<file path="src/aapr_pkg.sv">
// Constants and carrier types for the auto-negotiation advertisement and partner ability registers.
// Assumes a management front end that delivers decoded register reads and writes on core_clk.
// Functional notes
// RULE1 - Advertisement word lives at offset 0x4 and resets to 0x1E1.
// RULE2 - Advertisement bit 15 is read-write, resets 0, requests next page transfer.
// RULE3 - Software keeps advertisement bit 13 clear; remote fault is unsupported.
// RULE4 - Advertisement bit 11 is read-write, resets 0, advertises asymmetric pause.
// RULE5 - Advertisement bit 10 is read-write, resets 0, advertises symmetric pause.
// RULE6 - Advertisement bit 9 resets 0 and advertises 100BASE-T4 when set.
// RULE7 - Advertisement bits 8 to 5 are read-write, reset 1, the four duplex abilities.
// RULE8 - In forced mode the four duplex ability bits are ignored.
// RULE9 - Bits 8 to 5 take their reset value from the negotiation disable strap.
// RULE10 - Bits 4 to 0 are a read-write selector field resetting to 00001.
// RULE11 - Partner ability word lives at offset 0x5 and resets to zero.
// RULE12 - Partner bit 15 shows the remote next page request.
// RULE13 - Partner bit 14 shows the remote acknowledge of our code word.
// RULE14 - Partner bit 13 shows the remote fault advertised by the remote station.
// RULE15 - Partner bits 11 to 5 show remote pause, T4 and duplex abilities.
// RULE16 - Reserved bits 14 and 12 of advertisement and 12 of partner read zero.
// RULE17 - Partner register is read-only and reloads on every received base page.
package aapr_pkg;

  localparam logic [4:0]  ADDR_ADVERT     = 5'h04;
  localparam logic [4:0]  ADDR_PARTNER    = 5'h05;
  localparam logic [15:0] ADVERT_RESET    = 16'h01e1;
  localparam logic [15:0] PARTNER_RESET   = 16'h0000;
  // Writable advertisement bits: all but the reserved bits 14 and 12.
  localparam logic [15:0] ADVERT_WR_MASK  = 16'hafff;
  // Stored partner bits: all but reserved bit 12.
  localparam logic [15:0] PARTNER_MASK    = 16'hefff;
  // The four 10/100 duplex ability bits, 8 down to 5.
  localparam logic [15:0] ABILITY_MASK    = 16'h01e0;
  localparam int          ABILITY_LSB     = 5;
  localparam int          NEXT_PAGE_BIT   = 15;
  localparam int          STRAP_SYNC_LEN  = 3;

  typedef struct packed {
    logic        rd;
    logic        wr;
    logic [4:0]  addr;
    logic [15:0] wrData;
  } aapr_mgmt_req_t;

  typedef struct packed {
    logic [STRAP_SYNC_LEN-1:0] strapSync;
    logic [STRAP_SYNC_LEN-1:0] strapFill;
    logic                      strapLoaded;
    logic [15:0]               advert;
    logic [15:0]               partner;
    logic [15:0]               rdData;
    logic [15:0]               txWord;
  } aapr_state_t;

endpackage : aapr_pkg

</file>
<file path="src/aapr_regs.sv">
// Advertisement and partner ability registers of the auto-negotiation unit.
// Assumes the serial management logic decodes frames into one-cycle read and write strobes,
// and the negotiation logic pulses pageValid once per received base page.
`timescale 1ns/1ps
module aapr_regs (
  input  wire logic                    core_clk,
  input  wire logic                    reset_n,
  input  wire aapr_pkg::aapr_mgmt_req_t mgmtReq,
  output      logic [15:0]             mgmtRdData,
  input  wire logic                    negotiationDisableStrap,
  input  wire logic                    forcedMode,
  input  wire logic                    pageValid,
  input  wire logic [15:0]             pageWord,
  output      logic [15:0]             localAdvertWord,
  output      logic [15:0]             txAdvertWord,
  output      logic [15:0]             partnerAbilityWord
);

  localparam int ABL_HI = aapr_pkg::ABILITY_LSB + 3;

  // The logic indexes a three-stage strap chain and four adjacent, writable duplex bits.
  // Constants that break either assumption are refused rather than left to mis-wire the strap.
  if (aapr_pkg::STRAP_SYNC_LEN != 3) begin : g_bad_sync_len
    $error("strap synchroniser must be three stages long");
  end
  if (aapr_pkg::ABILITY_MASK != (16'h000f << aapr_pkg::ABILITY_LSB)) begin : g_bad_ability_mask
    $error("duplex ability mask does not match its low bit");
  end
  if ((aapr_pkg::ABILITY_MASK & ~aapr_pkg::ADVERT_WR_MASK) != 16'h0000) begin : g_bad_write_mask
    $error("duplex ability bits must be writable");
  end
  if (aapr_pkg::PARTNER_MASK[15:13] != 3'h7) begin : g_bad_partner_mask
    $error("partner status bits must be stored");
  end

  localparam aapr_pkg::aapr_state_t STATE_RESET = '{
    strapSync:   '0,
    strapFill:   '0,
    strapLoaded: 1'b0,
    advert:      aapr_pkg::ADVERT_RESET,
    partner:     aapr_pkg::PARTNER_RESET,
    rdData:      16'h0000,
    txWord:      aapr_pkg::ADVERT_RESET
  };

  aapr_pkg::aapr_state_t st;
  aapr_pkg::aapr_state_t next_st;
  logic                  advWrite;
  logic                  strapTake;

  assign advWrite  = mgmtReq.wr && (mgmtReq.addr == aapr_pkg::ADDR_ADVERT);
  // The strap is taken once, after the chain has filled and its second and third stages agree.
  // Without the fill count the all-zero reset contents of the chain would pass for a low strap
  // at the first edge after reset, and a high strap would never be seen.
  assign strapTake = st.strapFill[2] && !st.strapLoaded && (st.strapSync[1] == st.strapSync[2]);

  always_comb begin
    next_st           = st;
    next_st.strapSync = {st.strapSync[1:0], negotiationDisableStrap};
    next_st.strapFill = {st.strapFill[1:0], 1'b1};
    // A strapped-off negotiation clears the duplex abilities; a later software write still wins.
    if (strapTake) begin
      next_st.strapLoaded = 1'b1;
      next_st.advert[ABL_HI:aapr_pkg::ABILITY_LSB] = {4{~st.strapSync[2]}}; // see RULE9
    end
    // Bits 15, 13, 11..0 are stored as written, so pause, T4, duplex and selector all land here.
    if (advWrite) begin
      next_st.advert = mgmtReq.wrData & aapr_pkg::ADVERT_WR_MASK; // see RULE1
      // see RULE2 see RULE4 see RULE5 see RULE6 see RULE7 see RULE10 see RULE16
    end
    // Remote fault is stored verbatim; keeping it clear is left to software.
    // see RULE3
    // Writes to the partner offset fall through untouched because that word is read-only.
    if (pageValid) begin
      next_st.partner = pageWord & aapr_pkg::PARTNER_MASK; // see RULE17
      // see RULE12 see RULE13 see RULE14 see RULE15
    end
    if (mgmtReq.rd) begin
      unique case (mgmtReq.addr)
        aapr_pkg::ADDR_ADVERT:  next_st.rdData = st.advert;
        aapr_pkg::ADDR_PARTNER: next_st.rdData = st.partner; // see RULE11
        default:                next_st.rdData = 16'h0000;
      endcase
    end
    // The word sent to the remote station drops the duplex abilities when speed is forced.
    if (forcedMode) begin
      next_st.txWord = st.advert & ~aapr_pkg::ABILITY_MASK; // see RULE8
    end else begin
      next_st.txWord = st.advert;
    end
  end

  always_ff @(posedge core_clk or negedge reset_n) begin
    if (!reset_n) begin
      st <= STATE_RESET;
    end else begin
      st <= next_st;
    end
  end

  assign mgmtRdData         = st.rdData;
  assign localAdvertWord    = st.advert;
  assign txAdvertWord       = st.txWord;
  assign partnerAbilityWord = st.partner;

  // Writable advertisement bits follow the bus; reserved bits never leave zero.
  for (genvar b = 0; b < 16; b = b + 1) begin : g_advert_bit
    if (aapr_pkg::ADVERT_WR_MASK[b]) begin : g_writable

    end else begin : g_reserved

    end
  end

  // A received page lands bit for bit, except for the reserved position.
  for (genvar b = 0; b < 16; b = b + 1) begin : g_partner_bit
    if (aapr_pkg::PARTNER_MASK[b]) begin : g_stored

    end else begin : g_reserved

    end
  end

  // Forced speed drops only the four duplex abilities from the sent word; every other bit passes.
  for (genvar b = 0; b < 16; b = b + 1) begin : g_tx_bit
    if (aapr_pkg::ABILITY_MASK[b]) begin : g_gated

    end else begin : g_plain

    end
  end

  // Each duplex ability bit takes the inverse of the settled strap unless software writes in the same cycle.
  for (genvar b = aapr_pkg::ABILITY_LSB; b <= ABL_HI; b = b + 1) begin : g_strap_bit

  end
endmodule : aapr_regs

</file>
<file path="config.mk">
export PLATFORM = sky130hd
export DESIGN_NAME = aapr_regs
export DESIGN_NICKNAME = d
export VERILOG_FILES = /design/src/aapr_pkg.sv /design/src/aapr_regs.sv
export SDC_FILE = /design/constraint.sdc
export NUM_CORES = 1
export LEC_CHECK = 0
export BUFFER_PORTS_ARGS = -buffer_cell sky130_fd_sc_hd__buf_4
export CORE_MARGIN = 1
export CORE_UTILIZATION = 53
export DETAILED_ROUTE_END_ITERATION = 8
export PLACE_DENSITY = 0.94
export SLEW_MARGIN = 20
export SYNTH_ARGS = -nofsm -noshare
export SYNTH_HDL_FRONTEND = slang
export SYNTH_SLANG_ARGS = --single-unit
</file>
<file path="constraint.sdc">
create_clock -name core_clk -period 2.59 [get_ports core_clk]
set_input_delay 0.3885 -clock core_clk [delete_from_list [all_inputs] [get_ports core_clk]]
set_output_delay 0.3885 -clock core_clk [all_outputs]
set_load 0.02 [all_outputs]
</file>
* Word level (Yosys, flattened, before mapping) *
Index checks and enable logic that the tools add are counted.

word-level totals
  bits in registers = 68
  input port bits = 44
  output and inout bits = 64
  word-level logic and storage cells = 21

operators by class
  equality and inequality tests = 3
  multiplexer cells = 4
  bitwise operators = 1
  reductions and logical operators = 5

operators with widths
  operator                                        count
  case mux 16 bit (2 select lines)                1
  2-to-1 mux 9 bit                                2
  == test 5 x 3 -> 1 bit (second input constant)  2
  2-to-1 mux 4 bit                                1
  logical AND 1 bit                               3
  nonzero test 2 bit                              1
  == test 1 bit                                   1
  zero test 1 bit                                 1
  NOT 1 bit                                       1

* Logic depth before layout (Yosys ltp) *
  word-level depth = 5
  depth in mapped cells = 5
  gate-level depth less buffers = 3

* Least setup slack after synthesis *
OpenSTA, ideal clock, no wires.

  path type = input-to-reg
  from = input mgmtReq[17] (netlist bit)
  to = register st, in the netlist localAdvertWord[13]
  setup time = 0.125 ns
  data arrival time = 1.422 ns
  required time = 2.465 ns
  setup slack = 1.043 ns
  stages = 4
  buffers on the path = 1
  cells stage by stage = nor4b_4 nand3b_4 buf_6 mux2_4

between the ends
  word-level cells in the longest chain between the ends = 2

ends and longest elaborated chain
  element                 RTL line         source
  from (decl)             aapr_regs.sv:8   input wire aapr_pkg::aapr_mgmt_req_t mgmtReq,
  == test 5 x 3 -> 1 bit  aapr_regs.sv:51  assign advWrite = mgmtReq.wr && (mgmtReq.addr == aapr_pkg::ADDR_ADVERT);
  logical AND 1 bit       aapr_regs.sv:51
  to (signal assigned)    aapr_regs.sv:97  st <= next_st;
  to (decl)               aapr_regs.sv:46  aapr_pkg::aapr_state_t st;

Every way passes these cells.
A chain may end at the register's enable or synchronous reset.

* Final worst setup path *
  from = register st[70] (netlist bit)
  to = register st, in the netlist localAdvertWord[8]

between the ends
  word-level cells in the longest chain between the ends = 3
  elaborated cells between the ends (all ways) = 6
  classes of those cells = 1 x eq/ne; 2 x mux; 1 x bitwise; 2 x reduce/logical

ends and longest elaborated chain
  element                                                           RTL line
  == test 1 bit or NOT 1 bit (tied branches)                        aapr_regs.sv:55, aapr_regs.sv:64
  logical AND 1 bit or 2-to-1 mux 4 bit (tied branches)             aapr_regs.sv:55, aapr_regs.sv:62
  nonzero test 2 bit (no line) or 2-to-1 mux 9 bit (tied branches)  -

Parallel ways exist; a longest one is shown, timed or not. The select of a mux whose other input is x is not followed.

==> PnR_summary.wiki <==
{| class="wikitable"
! Metric !! Value
|-
| RePlAce Congestion || 0.718
|-
| Total Power || 2.54 mW
|-
| Synth area leader || sky130_fd_sc_hd__dfrtp_1
|-
| Fraction of synthesis flops using an asynchronous set or reset pin || 1.00
|-
| Critical path class || reg2reg
|-
| Clock latency on the worst-skew pair || 0.33 ns
|-
| Required time worst endpoint || 2.85 ns
|-
| Largest voltage drop on the vdd net || 477 uV
|-
| CTS max path bufs || 2
|-
| Number of distinct library cells after synthesis || 22
|-
| Setup Total Neg Slack || 0 ns
|-
| WP buf/inv || 0
|-
| Fill cell total of the finished layout || 434
|-
| Number of enable-type register cells in the synthesized netlist || 0
|-
| Largest net degree at the start of global routing || 66
|-
| Number of global-route vias before repair || 1791
|-
| Dpl hpwl || 3810 um
|-
| Main synth FF type || sky130_fd_sc_hd__dfrtp_1
|-
| Worst hold path type || in2async
|-
| Sinks on the clock net || 65
|-
| Top-Level Pins || 108
|-
| Largest delay contributor family on the critical path || simple AND/OR/NAND/NOR gates
|-
| TritonCTS buffer count || 9
|-
| Count of hold buffers inserted by post-cts repair || 0
|-
| DP Cell Count || 349
|-
| Part of the Yosys area used for sequential elements || 0.543
|-
| Chip width || 77.5 um
|-
| Count of input and output buffers || 98
|-
| Cell-by-cell trace of the critical path || nor4b_1 > o21ai_0 > mux2i_1
|-
| Leftover overflow at the end of global routing || 0
|-
| First-pass GRT wire length || 8600 um
|-
| Mean instance size in the synthesized netlist || 12.3 um^2
|-
| Count of non-filler cells in the finished layout || 365
|-
| Switching part of the total power || 0.286
|-
| Most frequently used cell type in the post-synthesis netlist || sky130_fd_sc_hd__buf_4
|-
| Part of the power in the clock network || 0.281
|-
| Final Setup Violations || 0
|-
| Standard-cell rows || 27
|-
| Antenna violations before repair || 0
|-
| Post-CTS setup buffer count || 0
|-
| Internal power contribution || 1.82 mW
|-
| Design area || 3510 um^2
|-
| DRC viols || 0
|-
| Clock transition at path regs || 0.07 ns
|-
| Static leakage || 1.75 nW
|-
| Area occupied by multi-input gates || 802 um^2
|-
| Fraction of power consumed by sequential logic || 0.492
|-
| Y dimension of the die || 77.5 um
|-
| Clock skew || 0.00538 ns
|-
| Number of search-and-repair iterations in the first detailed-routing pass || 6
|-
| Most numerous cell types in the synthesized netlist || sky130_fd_sc_hd__buf_4 (64), sky130_fd_sc_hd__dfrtp_1 (55), sky130_fd_sc_hd__mux2_2 (33), sky130_fd_sc_hd__inv_1 (19), sky130_fd_sc_hd__o21ai_0 (19)
|-
| Dpl cell area || 3350 um^2
|-
| Biggest fanout along the worst timing path || 4
|-
| Post-synthesis instance area || 3020 um^2
|-
| Total wire length || 5460 um
|-
| PD cells || 724 nW/um^2
|-
| Initial Util || 0.548
|-
| Clock tree from TritonCTS || built
|-
| Yosys warnings || 0
|-
| Flip-flop and latch area || 1640 um^2
|-
| Count of endpoints failing hold in the final timing report || 0
|-
| Rel. slew slack || 0.478
|-
| Startpoint kind of the worst setup timing path || flip-flop
|-
| Path length in cells of the critical path || 3
|-
| Layout cell share with drive strength beyond 1 || 0.560
|-
| Count of antenna diodes in the layout || 0
|-
| Arrival time reported for the critical path endpoint || 1.78 ns
|-
| Core Area || 5510 um^2
|-
| Antenna violation net count after detailed routing || 0
|-
| Total of flip-flops plus latches after synthesis || 65
|-
| Layout-stage area growth over the synthesis result || 16.3%
|-
| Result of the run || completed
|-
| Root buf cell || sky130_fd_sc_hd__clkbuf_8
|-
| Via count of the routed design || 1751
|-
| Post-route minimum period || 1.52 ns
|-
| Maximum level of the CTS H-tree || 3
|-
| Portion of synthesized cell area occupied by the leading cell type || 0.456
|-
| Delay of the slowest cell on the worst path || 0.66 ns
|-
| PostCTS Resize Cnt || 0
|-
| Final Max Tran Viols || 0
|-
| Transition time of the tightest slew-check pin || 0.783 ns
|-
| Combinational share of power || 0.227
|-
| Max-cap violations || 0
|-
| Gate count after technology mapping || 246
|-
| Max Clk Rate || 0.657 GHz
|-
| Dominant cells by area after synthesis || sky130_fd_sc_hd__dfrtp_1 (46%), sky130_fd_sc_hd__buf_4 (16%), sky130_fd_sc_hd__mux2_2 (12%)
|-
| Per-cell via count in the routed design || 4.80
|-
| Net switching component of the power || 0.725 mW
|-
| Slowest-stage cell, CP || sky130_fd_sc_hd__nor4b_1
|-
| Mean routed wirelength per cell || 15.0 um
|-
| Worst Reg-to-Reg Cells || 3
|-
| Tcrit/Tclk final || 0.587
|-
| Die area || 6000 um^2
|-
| Critical path capture point type || flip-flop
|-
| Net count reported at finish || 332
|-
| Overall track demand over capacity in global routing || 0.191
|-
| Violation count after the first detailed-routing iteration || 42
|-
| Setup repair after global routing missed its margin || no
|}
power by group through the flow:
stage | logic (mW) | registers, mW | clock network, mW
after floorplan | 0.489 | 1.23 | 0
after global placement | 0.567 | 1.26 | 0
after detailed placement | 0.582 | 1.27 | 0
after CTS | 0.585 | 1.25 | 0.738
after global routing | 0.610 | 1.26 | 0.774
final | 0.576 | 1.25 | 0.715
cells in the final DEF, fill, tap and decap left out, drive strengths merged, types with 2 or more instances in the layout:
| master | instances |
|---|---|
| clkinv | 4 |
| mux2 | 39 |
| conb | 7 |
| dfrtp | 55 |
| inv | 19 |
| clkbuf | 12 |
| nor2b | 4 |
| o21ai | 19 |
| nand3 | 14 |
| dfstp | 10 |
| mux2i | 4 |
| nor4b | 2 |
| buf | 99 |
stage by stage:
stage                     hold slack (ns)   util  setup slack, ns
final                               0.126  0.638             1.07
after CTS                           0.144  0.638            0.989
after global placement              0.331  0.608            0.922
after detailed placement            0.335  0.608            0.900
after global routing                0.145  0.638            0.939
after floorplan                    0.0929      -             1.04
kinds of logic after synthesis:
logic type	after synthesis	share of synthesized area
multiplexers	43	0.166
other	2	0.00249
XOR/XNOR	1	0.00290
AND/OR/NAND/NOR	23	0.0539
flip-flops	65	0.543
AO/OA/AOI/OAI	20	0.0340
buffers and inverters	92	0.197
state kept, by name, summed over array words and instances, names as in the netlist:
| register | cells |
|---|---|
| localAdvertWord | 14 |
| mgmtRdData | 15 |
| next_st | 4 |
| partnerAbilityWord | 15 |
| st | 3 |
| txAdvertWord | 14 |
final timing paths:
path / slack, ns / start / end
worst min register to register: 0.35 / next_st[67] / st[67]
min in group core_clk: 0.16 / negotiationDisableStrap / next_st[69]
worst max register to register: 1.07 / st[70] / localAdvertWord[8]
worst max-delay path: 1.07 / st[70] / localAdvertWord[8]
max in group asynchronous: 1.93 / reset_n / mgmtRdData[2]
worst min-delay path: 0.13 / reset_n / partnerAbilityWord[6]
worst reg2reg max path, cell delays in order, from the launching register on:
cell and delay, ns:
sky130_fd_sc_hd__dfrtp_1 0.41, sky130_fd_sc_hd__nor4b_1 0.66, sky130_fd_sc_hd__o21ai_0 0.20, sky130_fd_sc_hd__mux2i_1 0.18
routing by layer:
metal	routed length (um)	part of all wire	track usage
met5	0	0	0
met4	104	0.019	0.102
met3	277	0.051	0.0365
met2	2950	0.54	0.349
met1	2130	0.39	0.207
cell type report:
class                           count  share of cell area
Clock buffer                       12              0.0413
Clock inverter                      4             0.00570
Inverter                           19              0.0203
Multi-Input combinational cell     94               0.228
Sequential cell                    65               0.467
Tap cell                           72              0.0257
Timing Repair Buffer               99               0.212
(Power assumes the default switching activity.)
